$ cat config.mk
export PLATFORM = sky130hd
export DESIGN_NAME = tcv_top
export DESIGN_NICKNAME = d
export VERILOG_FILES = /design/src/hw/tcv_pkg.sv /design/src/hw/tcv_fifo.sv /design/src/hw/tcv_lane.sv /design/src/hw/tcv_top.sv
export SDC_FILE = /design/constraint.sdc
export NUM_CORES = 1
export LEC_CHECK = 0
export BUFFER_PORTS_ARGS = -buffer_cell sky130_fd_sc_hd__buf_2
export CORE_MARGIN = 2
export CORE_UTILIZATION = 40
export CTS_CLUSTER_DIAMETER = 150
export DETAILED_ROUTE_END_ITERATION = 10
export PLACE_DENSITY_LB_ADDON = 0.05
export RECOVER_POWER = 25
export SLEW_MARGIN = 5
export SYNTH_ARGS = -nofsm -noshare
export SYNTH_HDL_FRONTEND = slang
export SYNTH_SLANG_ARGS = --single-unit
$ cat constraint.sdc
create_clock -name mclk -period 4.75 [get_ports mclk]
set_input_delay 1.425 -clock mclk [delete_from_list [all_inputs] [get_ports mclk]]
set_output_delay 1.425 -clock mclk [all_outputs]
set_load 0.05 [all_outputs]
$ cat src/hw/tcv_pkg.sv
/*
  Constants, register map and carrier types for the registered bus
  transceiver. Assumes a single 40 MHz clock domain and an Avalon-MM
  slave with 32-bit data and byte addresses.
*/

package tcv_pkg;

  // ------------------------------------------------------------------
  // Widths
  // ------------------------------------------------------------------
  localparam int LANES = 2;
  localparam int LANE_W = 8;
  localparam int BUS_W = 16;
  localparam int DATA_W = 32;
  localparam int ADDR_W = 5;
  localparam int LOG_DEPTH = 4;

  // ------------------------------------------------------------------
  // Register byte offsets
  // ------------------------------------------------------------------
  localparam logic [4:0] OFF_CTRL = 5'h00;
  localparam logic [4:0] OFF_CAPTURE = 5'h04;
  localparam logic [4:0] OFF_STORE = 5'h08;
  localparam logic [4:0] OFF_PINS = 5'h0c;
  localparam logic [4:0] OFF_LOG = 5'h10;
  localparam logic [4:0] OFF_STATUS = 5'h14;

  // ------------------------------------------------------------------
  // Field positions
  // ------------------------------------------------------------------
  localparam int CAP_A_LSB = 0;
  localparam int CAP_B_LSB = 2;
  localparam int STAT_LOG_BIT = 0;
  localparam int STAT_OVF_BIT = 1;

  // Control register, one bit per byte lane in every field
  typedef struct packed {
    logic [1:0] b_to_a_source_select;
    logic [1:0] a_to_b_source_select;
    logic [1:0] b_to_a_drive_enable_low;
    logic [1:0] a_to_b_drive_enable;
  } tcv_ctrl_type;

  // Reset leaves both ports isolated and selecting live data
  localparam tcv_ctrl_type CTRL_RESET = 8'h0c;

  // One captured snapshot of both pin groups
  typedef struct packed {
    logic [15:0] b_pins;
    logic [15:0] a_pins;
  } tcv_snap_type;

endpackage

$ cat src/hw/tcv_fifo.sv
/*
  Small synchronous FIFO with valid/ready on both sides.
  Assumes one clock and an asynchronous active-low reset.
*/
`timescale 1ns/1ps
`default_nettype none

module tcv_fifo #(
  parameter int WIDTH = 32,
  parameter int DEPTH = 4
) (
  input wire logic mclk,
  input wire logic arst_n,
  input wire logic in_valid,
  output logic in_ready,
  input wire logic [WIDTH-1:0] in_data,
  output logic out_valid,
  input wire logic out_ready,
  output logic [WIDTH-1:0] out_data
);

  localparam int PW = $clog2(DEPTH);

  logic [WIDTH-1:0] mem_q [DEPTH];
  logic [PW-1:0] wr_q;
  logic [PW-1:0] rd_q;
  logic [PW:0] count_q;
  wire push = in_valid & in_ready;
  wire pop = out_valid & out_ready;

  assign in_ready = count_q != (PW+1)'(DEPTH);
  assign out_valid = count_q != '0;
  assign out_data = mem_q[rd_q];

  // Pointers wrap naturally only for a power-of-two depth
  always_ff @(posedge mclk or negedge arst_n) begin
    if (!arst_n) begin
      wr_q <= '0;
      rd_q <= '0;
      count_q <= '0;
    end else begin
      if (push) wr_q <= wr_q + 1'b1;
      if (pop) rd_q <= rd_q + 1'b1;
      count_q <= count_q + (PW+1)'(push) - (PW+1)'(pop);
    end
  end

  always_ff @(posedge mclk) begin
    if (push) mem_q[wr_q] <= in_data;
  end

endmodule

`default_nettype wire

$ cat src/hw/tcv_lane.sv
/*
  One byte lane: capture-clock edge detection and the two storage
  registers. Assumes capture clocks are synchronous to mclk.
*/
`timescale 1ns/1ps
`default_nettype none

module tcv_lane (
  input wire logic mclk,
  input wire logic arst_n,
  input wire logic [7:0] a_in,
  input wire logic [7:0] b_in,
  input wire logic a_capture_clock,
  input wire logic b_capture_clock,
  input wire logic a_force,
  input wire logic b_force,
  output logic a_load,
  output logic b_load,
  output logic [7:0] a_store_q,
  output logic [7:0] a_store_d,
  output logic [7:0] b_store_q,
  output logic [7:0] b_store_d
);

  logic a_prev_q;
  logic b_prev_q;

  // Edges are never gated by enables or selects
  assign a_load = (a_capture_clock & ~a_prev_q) | a_force;
  assign b_load = (b_capture_clock & ~b_prev_q) | b_force;
  assign a_store_d = a_load ? a_in : a_store_q;
  assign b_store_d = b_load ? b_in : b_store_q;

  // Reset high so a clock held high at release is no false edge
  always_ff @(posedge mclk or negedge arst_n) begin
    if (!arst_n) begin
      a_prev_q <= 1'b1;
      b_prev_q <= 1'b1;
    end else begin
      a_prev_q <= a_capture_clock;
      b_prev_q <= b_capture_clock;
    end
  end

  // Data storage deliberately has no reset
  always_ff @(posedge mclk) begin
    a_store_q <= a_store_d;
    b_store_q <= b_store_d;
  end

endmodule

`default_nettype wire

$ cat src/hw/tcv_top.sv
/*
  Registered 16-bit bus transceiver with two byte lanes, Avalon-MM
  register access and a four-entry capture log.
  Assumes all inputs synchronous to mclk; the bench resolves the A and B
  wires from the out and oe signals.
*/
`timescale 1ns/1ps
`default_nettype none

module tcv_top (
  input wire logic mclk,
  input wire logic arst_n,
  input wire logic [4:0] avs_address,
  input wire logic avs_read,
  input wire logic avs_write,
  input wire logic [31:0] avs_writedata,
  input wire logic [3:0] avs_byteenable,
  output logic [31:0] avs_readdata,
  output logic avs_waitrequest,
  input wire logic [15:0] a_in,
  output logic [15:0] a_out,
  output logic [1:0] a_oe,
  input wire logic [15:0] b_in,
  output logic [15:0] b_out,
  output logic [1:0] b_oe,
  input wire logic [1:0] a_capture_clock,
  input wire logic [1:0] b_capture_clock
);

  // ------------------------------------------------------------------
  // Helpers
  // ------------------------------------------------------------------
  function automatic logic [7:0] lane_mux(
    input logic stored_sel,
    input logic [7:0] stored,
    input logic [7:0] live
  );
    return stored_sel ? stored : live;
  endfunction

  // ------------------------------------------------------------------
  // State
  // ------------------------------------------------------------------
  tcv_pkg::tcv_ctrl_type ctrl_q;
  tcv_pkg::tcv_ctrl_type ctrl_d;
  logic wait_q;
  logic wait_d;
  logic [31:0] rdata_q;
  logic ovf_q;
  logic ovf_d;
  logic [15:0] a_out_q;
  logic [15:0] b_out_q;
  logic [1:0] a_oe_q;
  logic [1:0] b_oe_q;

  logic [15:0] a_store_q;
  logic [15:0] a_store_d;
  logic [15:0] b_store_q;
  logic [15:0] b_store_d;
  logic [1:0] a_load;
  logic [1:0] b_load;
  logic [15:0] a_out_d;
  logic [15:0] b_out_d;

  // ------------------------------------------------------------------
  // Bus decode
  // ------------------------------------------------------------------
  wire sel_ctrl = avs_address == tcv_pkg::OFF_CTRL;
  wire sel_cap = avs_address == tcv_pkg::OFF_CAPTURE;
  wire sel_store = avs_address == tcv_pkg::OFF_STORE;
  wire sel_pins = avs_address == tcv_pkg::OFF_PINS;
  wire sel_log = avs_address == tcv_pkg::OFF_LOG;
  wire sel_stat = avs_address == tcv_pkg::OFF_STATUS;
  wire req = avs_read | avs_write;
  // The edge at which the master sees waitrequest low
  wire done = req & ~wait_q;
  wire wr_done = done & avs_write & avs_byteenable[0];

  wire [1:0] sw_cap_a = wr_done & sel_cap ?
    avs_writedata[tcv_pkg::CAP_A_LSB +: 2] : 2'h0;
  wire [1:0] sw_cap_b = wr_done & sel_cap ?
    avs_writedata[tcv_pkg::CAP_B_LSB +: 2] : 2'h0;
  wire cap_any = |{avs_writedata[tcv_pkg::CAP_A_LSB +: 2],
    avs_writedata[tcv_pkg::CAP_B_LSB +: 2]};
  wire ovf_clear = wr_done & sel_stat &
    avs_writedata[tcv_pkg::STAT_OVF_BIT];

  // ------------------------------------------------------------------
  // Capture log
  // ------------------------------------------------------------------
  wire log_push = |{a_load, b_load};
  wire log_in_ready;
  wire log_valid;
  wire [31:0] log_data;
  wire log_pop = done & avs_read & sel_log;
  tcv_pkg::tcv_snap_type snap;
  assign snap.a_pins = a_in;
  assign snap.b_pins = b_in;

  tcv_fifo #(
    .WIDTH(tcv_pkg::DATA_W),
    .DEPTH(tcv_pkg::LOG_DEPTH)
  ) u_log (
    .mclk(mclk),
    .arst_n(arst_n),
    .in_valid(log_push),
    .in_ready(log_in_ready),
    .in_data(snap),
    .out_valid(log_valid),
    .out_ready(log_pop),
    .out_data(log_data)
  );

  // Reading an empty log or commanding a capture into a full log stalls
  // the master instead of losing data.
  wire blocked = (avs_read & sel_log & ~log_valid) |
    (avs_write & sel_cap & avs_byteenable[0] & cap_any & ~log_in_ready);

  assign wait_d = done ? 1'b1 : ~(req & ~blocked);

  wire [31:0] rd_mux =
    sel_ctrl ? {24'h0, ctrl_q} :
    sel_store ? {b_store_q, a_store_q} :
    sel_pins ? {b_in, a_in} :
    sel_log ? log_data :
    sel_stat ? {30'h0, ovf_q, log_valid} :
    32'h0;

  assign ctrl_d = wr_done & sel_ctrl ?
    tcv_pkg::tcv_ctrl_type'(avs_writedata[7:0]) : ctrl_q;

  // A push refused by a full log sets overflow; set beats clear
  assign ovf_d = (log_push & ~log_in_ready) | (ovf_q & ~ovf_clear);

  // ------------------------------------------------------------------
  // Byte lanes
  // ------------------------------------------------------------------
  for (genvar i = 0; i < tcv_pkg::LANES; i++) begin : g_lane
    tcv_lane u_lane (
      .mclk(mclk),
      .arst_n(arst_n),
      .a_in(a_in[8*i +: 8]),
      .b_in(b_in[8*i +: 8]),
      .a_capture_clock(a_capture_clock[i]),
      .b_capture_clock(b_capture_clock[i]),
      .a_force(sw_cap_a[i]),
      .b_force(sw_cap_b[i]),
      .a_load(a_load[i]),
      .b_load(b_load[i]),
      .a_store_q(a_store_q[8*i +: 8]),
      .a_store_d(a_store_d[8*i +: 8]),
      .b_store_q(b_store_q[8*i +: 8]),
      .b_store_d(b_store_d[8*i +: 8])
    );
    // Next stored value feeds the pins so a capture shows at once
    assign b_out_d[8*i +: 8] = lane_mux(
      ctrl_q.a_to_b_source_select[i], a_store_d[8*i +: 8],
      a_in[8*i +: 8]);
    assign a_out_d[8*i +: 8] = lane_mux(
      ctrl_q.b_to_a_source_select[i], b_store_d[8*i +: 8],
      b_in[8*i +: 8]);
  end

  // ------------------------------------------------------------------
  // Registers
  // ------------------------------------------------------------------
  always_ff @(posedge mclk or negedge arst_n) begin
    if (!arst_n) begin
      ctrl_q <= tcv_pkg::CTRL_RESET;
      wait_q <= 1'b1;
      rdata_q <= 32'h0;
      ovf_q <= 1'b0;
    end else begin
      ctrl_q <= ctrl_d;
      wait_q <= wait_d;
      rdata_q <= rd_mux;
      ovf_q <= ovf_d;
    end
  end

  // With both live directions on, each output follows the other port's input one
  // cycle later: this loop holds the bus but is not storage.
  always_ff @(posedge mclk or negedge arst_n) begin
    if (!arst_n) begin
      a_out_q <= 16'h0;
      b_out_q <= 16'h0;
      a_oe_q <= 2'h0;
      b_oe_q <= 2'h0;
    end else begin
      a_out_q <= a_out_d;
      b_out_q <= b_out_d;
      a_oe_q <= ~ctrl_q.b_to_a_drive_enable_low;
      b_oe_q <= ctrl_q.a_to_b_drive_enable;
    end
  end

  assign avs_waitrequest = wait_q;
  assign avs_readdata = rdata_q;
  assign a_out = a_out_q;
  assign b_out = b_out_q;
  assign a_oe = a_oe_q;
  assign b_oe = b_oe_q;

  // ------------------------------------------------------------------
  // Assertions
  // ------------------------------------------------------------------
  b_drive_gate_a: assert property (@(posedge mclk) disable iff (!arst_n)
    1'b1 |=> b_oe_q == $past(ctrl_q.a_to_b_drive_enable))
    else $error("B drive enable does not follow control");

  a_drive_gate_a: assert property (@(posedge mclk) disable iff (!arst_n)
    1'b1 |=> a_oe_q == ~$past(ctrl_q.b_to_a_drive_enable_low))
    else $error("A drive enable does not follow control");

  ab_live_a: assert property (@(posedge mclk) disable iff (!arst_n)
    (ctrl_q.a_to_b_drive_enable[0] & ~ctrl_q.a_to_b_source_select[0])
    |=> b_out_q[7:0] == $past(a_in[7:0]))
    else $error("Live A data not passed to B");

  ab_live_hi_a: assert property (@(posedge mclk) disable iff (!arst_n)
    (ctrl_q.a_to_b_drive_enable[1] & ~ctrl_q.a_to_b_source_select[1])
    |=> b_out_q[15:8] == $past(a_in[15:8]))
    else $error("Live A data not passed to upper B byte");

  ab_stored_a: assert property (@(posedge mclk) disable iff (!arst_n)
    (ctrl_q.a_to_b_drive_enable[1] & ctrl_q.a_to_b_source_select[1])
    |=> b_out_q[15:8] == a_store_q[15:8])
    else $error("Stored A data not shown on B");

  ab_stored_lo_a: assert property (@(posedge mclk) disable iff (!arst_n)
    (ctrl_q.a_to_b_drive_enable[0] & ctrl_q.a_to_b_source_select[0])
    |=> b_out_q[7:0] == a_store_q[7:0])
    else $error("Stored A data not shown on lower B byte");

  ba_live_a: assert property (@(posedge mclk) disable iff (!arst_n)
    (~ctrl_q.b_to_a_drive_enable_low[1] & ~ctrl_q.b_to_a_source_select[1])
    |=> a_out_q[15:8] == $past(b_in[15:8]))
    else $error("Live B data not passed to A");

  ba_live_lo_a: assert property (@(posedge mclk) disable iff (!arst_n)
    (~ctrl_q.b_to_a_drive_enable_low[0] & ~ctrl_q.b_to_a_source_select[0])
    |=> a_out_q[7:0] == $past(b_in[7:0]))
    else $error("Live B data not passed to lower A byte");

  ba_stored_a: assert property (@(posedge mclk) disable iff (!arst_n)
    (~ctrl_q.b_to_a_drive_enable_low[0] & ctrl_q.b_to_a_source_select[0])
    |=> a_out_q[7:0] == b_store_q[7:0])
    else $error("Stored B data not shown on A");

  ba_stored_hi_a: assert property (@(posedge mclk) disable iff (!arst_n)
    (~ctrl_q.b_to_a_drive_enable_low[1] & ctrl_q.b_to_a_source_select[1])
    |=> a_out_q[15:8] == b_store_q[15:8])
    else $error("Stored B data not shown on upper A byte");

  a_capture_a: assert property (@(posedge mclk) disable iff (!arst_n)
    $rose(a_capture_clock[0]) |=> a_store_q[7:0] == $past(a_in[7:0]))
    else $error("A capture edge did not load A pins");

  a_capture_hi_a: assert property (@(posedge mclk) disable iff (!arst_n)
    $rose(a_capture_clock[1]) |=> a_store_q[15:8] == $past(a_in[15:8]))
    else $error("A capture edge did not load upper A pins");

  b_capture_a: assert property (@(posedge mclk) disable iff (!arst_n)
    $rose(b_capture_clock[1]) |=> b_store_q[15:8] == $past(b_in[15:8]))
    else $error("B capture edge did not load B pins");

  b_capture_lo_a: assert property (@(posedge mclk) disable iff (!arst_n)
    $rose(b_capture_clock[0]) |=> b_store_q[7:0] == $past(b_in[7:0]))
    else $error("B capture edge did not load lower B pins");

  store_hold_a: assert property (@(posedge mclk) disable iff (!arst_n)
    (!a_load[0] && !b_load[0]) |=>
    $stable(a_store_q[7:0]) && $stable(b_store_q[7:0]))
    else $error("Storage changed without a capture");

  store_hold_hi_a: assert property (@(posedge mclk) disable iff (!arst_n)
    (!a_load[1] && !b_load[1]) |=>
    $stable(a_store_q[15:8]) && $stable(b_store_q[15:8]))
    else $error("Upper storage changed without a capture");

  cross_stored_a: assert property (@(posedge mclk) disable iff (!arst_n)
    (ctrl_q == tcv_pkg::tcv_ctrl_type'(8'hf3)) |=>
    b_out_q == a_store_q && a_out_q == b_store_q &&
    a_oe_q == 2'h3 && b_oe_q == 2'h3)
    else $error("Stored data not crossed both ways");

  // ------------------------------------------------------------------
  // Bus and log assertions
  // ------------------------------------------------------------------
  // A second low cycle would let the master count one transfer twice
  wait_pulse_a: assert property (@(posedge mclk) disable iff (!arst_n)
    !wait_q |=> wait_q)
    else $error("Waitrequest low for more than one cycle");

  ovf_set_a: assert property (@(posedge mclk) disable iff (!arst_n)
    (log_push && !log_in_ready) |=> ovf_q)
    else $error("Refused capture did not set overflow");

  ovf_hold_a: assert property (@(posedge mclk) disable iff (!arst_n)
    (ovf_q && !ovf_clear) |=> ovf_q)
    else $error("Overflow dropped without a clear");

  ovf_clear_a: assert property (@(posedge mclk) disable iff (!arst_n)
    (ovf_clear && !log_push) |=> !ovf_q)
    else $error("Overflow not cleared by software");

  pop_nonempty_a: assert property (@(posedge mclk) disable iff (!arst_n)
    log_pop |-> log_valid)
    else $error("Log popped while empty");

  soft_cap_a: assert property (@(posedge mclk) disable iff (!arst_n)
    (wr_done && sel_cap && avs_writedata[tcv_pkg::CAP_A_LSB])
    |=> a_store_q[7:0] == $past(a_in[7:0]))
    else $error("Software capture did not load A pins");

  ctrl_write_a: assert property (@(posedge mclk) disable iff (!arst_n)
    (wr_done && sel_ctrl) |=> ctrl_q == $past(avs_writedata[7:0]))
    else $error("Control write did not land");

  ctrl_read_a: assert property (@(posedge mclk) disable iff (!arst_n)
    (avs_read && sel_ctrl) |=> rdata_q == {24'h0, $past(ctrl_q)})
    else $error("Control read data wrong");

  store_read_a: assert property (@(posedge mclk) disable iff (!arst_n)
    (avs_read && sel_store) |=>
    rdata_q == {$past(b_store_q), $past(a_store_q)})
    else $error("Storage read data wrong");

  status_read_a: assert property (@(posedge mclk) disable iff (!arst_n)
    (avs_read && sel_stat) |=>
    rdata_q == {30'h0, $past(ovf_q), $past(log_valid)})
    else $error("Status read data wrong");

  unmapped_read_a: assert property (@(posedge mclk) disable iff (!arst_n)
    (avs_read && !(sel_ctrl || sel_cap || sel_store || sel_pins ||
    sel_log || sel_stat)) |=> rdata_q == 32'h0)
    else $error("Unmapped read not zero");

endmodule

`default_nettype wire

After elaboration in Yosys (flattened, before gate mapping)
Memory sizes are Yosys's and may differ from the RTL's.
Cells that the tools add are included.
- add/sub/neg operators: 4
- equality and inequality tests: 6
- multiplexer cells: 18
- bitwise operators: 42
- reductions and logical operators: 4
- operator list (cell ; count):
    32-bit two-way mux ; 4
    8-bit two-way mux ; 8
    1-bit AND ; 24
    5-bit by 4-bit equality test with 1-bit output (second input constant) ; 2
    5-bit equality test (second input constant) ; 2
    1-bit inverter ; 10
    4-bit OR reduction ; 2
    1-bit OR ; 7
    2-bit two-way mux ; 3
    5-bit by 3-bit equality test with 1-bit output (second input constant) ; 1
    5-bit zero test ; 1
    2-bit by 1-bit adder with 2-bit output (second input constant) ; 2
    3-bit by 1-bit adder with 3-bit output ; 1
    1-bit two-way mux ; 3
    3-bit inequality test (second input constant) ; 1
    3-bit nonzero test ; 1
    3-bit by 1-bit subtractor with 3-bit output ; 1
    2-bit inverter ; 1
- bits in registers: 121
- memory bits (writable): 128
- input port bits: 81
- output and inout port bits: 69
- word-level logic and storage cells: 97
- memories kept: 1
- memory list (memory ; depth ; bits a word ; read ports ; clocked after Yosys merged registers in ; write ports ; line ; source):
    u_log.mem_q ; 4 ; 32 ; 1 ; 0 ; 1 ; tcv_fifo.sv:24 ; logic [WIDTH-1:0] mem_q [DEPTH];

Logic depth before layout (Yosys ltp)
- depth after elaboration: 11
- mapped depth: 9
- depth with buffers taken out: 8

Modules after synthesis
A second synthesis with hierarchy kept.
- cell total of the unflattened synthesis: 607
- area, all modules: 9907.0 um2
- modules (own cells, without submodules) (module ; times used ; cells an instance ; area each (um2) ; sequential area each (um2)):
    tcv_fifo ; 1 ; 209 ; 5134.9 ; 4018.9
    tcv_top ; 1 ; 318 ; 3570.9 ; 1955.6
    tcv_lane ; 2 ; 40 ; 600.6 ; 372.9

Least setup slack after synthesis
OpenSTA, ideal clock, no wires.
- path kind: input to register
- from: input avs_address[3]
- to: memory u_log.mem_q[0][0], enable pin
- library setup time: 0.392 ns
- arrival time: 3.301 ns
- required time: 4.358 ns
- path slack: 1.057 ns
- stages: 5
- buffers on the path: 1
- path through: buf_6 > nor3_4 > nand4_2 > a21boi_4 > and2_1
- cells in the longest elaborated chain, start to end: 8
- elaborated cells on any way between the ends: 12
- classes of those cells: eq/ne (1); mux (4); bitwise (6); reduce/logical (1)
- ends and longest elaborated chain (element ; line ; source):
    start: declaration ; tcv_top.sv:13 ; input wire logic [4:0] avs_address,
    5-bit by 3-bit equality test with 1-bit output (*) ; tcv_top.sv:69 ; wire sel_cap = avs_address == tcv_pkg::OFF_CAPTURE;
    1-bit AND (*) ; tcv_top.sv:79, tcv_top.sv:81 ;
    2-bit two-way mux, on equally long branches ; tcv_top.sv:81, tcv_top.sv:79 ;
    1-bit OR, on equally long branches ; tcv_lane.sv:30, tcv_lane.sv:29 ;
    4-bit OR reduction (*) ; tcv_top.sv:91 ; wire log_push = |{a_load, b_load};
    1-bit AND (*) ; tcv_fifo.sv:28 ; wire push = in_valid & in_ready;
    via u_log.push ; tcv_fifo.sv:28 ;
    1-bit two-way mux (*) ; tcv_fifo.sv:49 ; if (push) mem_q[wr_q] <= in_data;
    1-bit two-way mux (not written as such) (*) ; tcv_fifo.sv:49 ;
    end: declaration ; tcv_fifo.sv:24 ;
The timed path passes the listed nets; every way through them passes the cells marked *.

Worst setup path in the final report
- from: input avs_address[3]
- to: memory u_log.mem_q[2][13], enable pin
Same word-level chain as after synthesis.

==> impl_metrics.yaml <==
timing:
  clock.fmax_ghz: 0.3104
  period_needed_ns: 3.222
  whs_ns: 0.4280
  finClkSkew_ns: 0.02546
  finalSetupViolations: 0
  maxSlewHeadroom_pct: 35.89
  hold_viol_final: 0
  tns_ns: 0
  rsz0062_at_grt: "no"
  fin_crit_sh_pct: 67.83
  slew_viol_final: 0
  tightest_slew_ns: 0.9617
synth:
  synth.yosys.warnings: 0
  synthTopCellsByCount: "edfxtp_1 (128), dfrtp_1 (82), mux2_2 (64), nor2_1 (35)"
  async_flop_share_pct: 35.74
  synth_cells: 558
  synth_nets: 646
  ys.flop_type: "edfxtp_1"
  synth_area_leaders: "edfxtp_1 (40%), dfrtp_1 (21%), mux2_2 (7.5%), mux4_2 (7.5%), dfxtp_1 (6.6%)"
  synth-edff-count: 128
  synth_area_um2: 9648
  avgSynthCellArea_um2: 17.29
  ys_seq_elements: 249
  yosysTopAreaCell: "edfxtp_1"
  synth_top_area_share_pct: 39.84
  ys_types: 49
  yosysSeqAreaShare_pct: 69.65
  synth_most_common_cell: "edfxtp_1"
global_route:
  top_usage_layer: "met2"
  grt_overflow: 0
  grt_max_degree: 62
  grt_pass1_vias: 5657
  grt_util_met1_pct: 22.40
  grt_first_pass_wirelength_mm: 33.15
  grt_use_met3_pct: 2.813
  grt_usage_pct: 16.92
  antenna_found_initial: 2
  grtUsageMet2_pct: 28.74
clock_network:
  cts-hold-fix-buffers: 0
  cts_setup_buffers: 0
  cts_htree_levels: 1
  clock_latency_ns: 0.53
  cts.clk_slew.worst_paths_ns: 0.06
  cts_tree: "done"
  cts.sinks: 249
  root_buffer: "clkbuf_16"
  cts-resized-gates: 0
  cts_buffer_depth: 3
  cts_buffers: 27
placed_design:
  port_buffers: 122
  place_congestion: 0.7297
  placed_area_um2: 10620
  dp_hpwl_mm: 13.61
setup_path:
  path_class: "primary input to register"
  r2r_cells: 5
  path_cells: "buf_2, nor3_4, nand4_2, a21boi_4, and2_2, buf_4"
  path_max_fanout: 12
  cp.arrival_ns: 3.43
  ff2ff_setup_slack_ns: 2.14
  slowest_delay_ns: 0.59
  slowest_stage: "nor3_4"
  r2r_start: "avs_waitrequest"
  critPathRequiredTime_ns: 4.95
  end_kind: "register"
  cp-start-kind: "primary input"
  r2r-end: "u_log.mem_q[2][13]"
  critPathBufInv: 2
  crit_family: "simple AND/OR/NAND/NOR gates"
detailed_routing:
  final_antenna_net_count: 0
  drt_iter0_markers: 280
  viasPerCell: 5.108
  drcViolationCount: 0
  wl_per_cell_um: 20.75
  drt_wl_total_mm: 21.52
  vias: 5297
  firstDrtPassIters: 4
status:
  status: "finished, final reports clean"
floorplan:
  ios: 150
  dieArea_um2: 25380
  die_h_um: 159.3
  row_count: 56
  core_um2: 23540
  initial_core_util_pct: 40.98
  die_w_um: 159.3
power_and_ir_drop:
  power.density_nw_per_um2: 515.8
  p_leak_nw: 4.409
  totalPowerFinal_mw: 5.895
  irDropWorstVdd_mv: 0.2433
min_path:
  worstHoldEndpoint: "b_oe[0]"
  hold_path.class: "register to register"
  min_path_cells: 0
  hp-start: "ctrl_q[0]"
flow_run:
  cap_violations: 0
final_layout:
  drive_gt1_share_pct: 37.43
  nNetsFinal: 783
  syn2layout_area_growth_pct: 18.44
  post-route-cell-area_um2: 11430
## layout make-up
class	instances	area [µm²]
inverters	8	30.03
repair buffers	135	665.6
diodes	2	5.005
clock buffers	44	810.8
clock inverters	6	35.03
flip-flops and latches	249	6723
multi-input cells	274	2759
fillers	2072	12120
well taps	319	399.1
## logic make-up (layout without fill, tap and decap cells)
logic type	count (synthesis)	in the layout	synth area share (%)
multiplexers	105	105	16.30
other	0	2	0
XOR/XNOR	5	5	0.4539
buffers and inverters	35	193	1.880
AND/OR/NAND/NOR	83	83	4.747
flip-flops	249	249	69.65
adder cells (fa/ha/maj)	7	7	0.9856
AO/OA/AOI/OAI	74	74	5.979
## through the flow
step | instances | utilization (%) | setup WS, ns
finish | 1037 | 48.54 | 1.528
detailed placement | 985 | 45.12 | 0.9493
CTS | 1035 | 48.71 | 1.498
global route | 1037 | 48.54 | 1.373
floorplan | 558 | - | 1.057
global placement | 985 | 45.12 | 0.9875
## layer usage
metal  up-vias  wire length, µm
met5         -                0
met1      2713             9468
met3        40              796
met4         0              620
met2       126            10630
li1       2418                -
## placed cells by master (no fill, tap or decap), types with 5 or more instances in the layout
master and count:
edfxtp_1 128, buf_2 85, dfrtp_1 80, mux2_2 64, clkbuf_1 47, nor2_1 35, mux4_2 32, dfxtp_1 32
clkbuf_16 28, a22oi_1 25, a21oi_1 25, buf_4 14, nand2_1 11, nor2b_1 8, inv_1 8, mux2_4 8
a221oi_1 7, ha_1 6, and2_2 5, o21ai_1 5, dfstp_2 5, clkbuf_8 5
## power breakdown
part / switching (mW) / internal (mW) / total, mW
combinational: 0.605 / 0.424 / 1.03
clock: 0.806 / 1.16 / 1.97
sequential: 0.171 / 2.73 / 2.90
total: 1.58 / 4.31 / 5.89
## how the worst max path moves through the flow
stage | from | end | depth (start not counted)
floorplan | avs_address[3] | u_log.mem_q[0][0] | 5
global placement | avs_address[3] | u_log.mem_q[2][5] | 6
detailed placement | avs_address[3] | u_log.mem_q[2][5] | 6
CTS | avs_address[3] | u_log.mem_q[2][8] | 6
global route | avs_address[3] | u_log.mem_q[2][9] | 6
finish | avs_address[3] | u_log.mem_q[2][13] | 6
## state kept, by name (all words and copies together) (netlist names), 2 cells and up
name	flops
u_log.rd_q	2
b_out	16
g_lane.u_lane.b_store_q	16
g_lane.u_lane.a_prev_q	2
u_log.wr_q	2
g_lane.u_lane.a_store_q	16
ctrl_q	8
a_out	16
a_oe	2
b_oe	2
g_lane.u_lane.b_prev_q	2
avs_readdata	32
u_log.mem_q	128
u_log.count_q	3
## worst reg2reg max path, stage by stage (launching register included)
cell	delay, ns
dfstp_2	0.38
and3b_1	0.63
nand4_2	0.25
a21boi_4	0.31
and2_2	0.40
buf_4	0.31
Power figures use the tool's default switching activity.
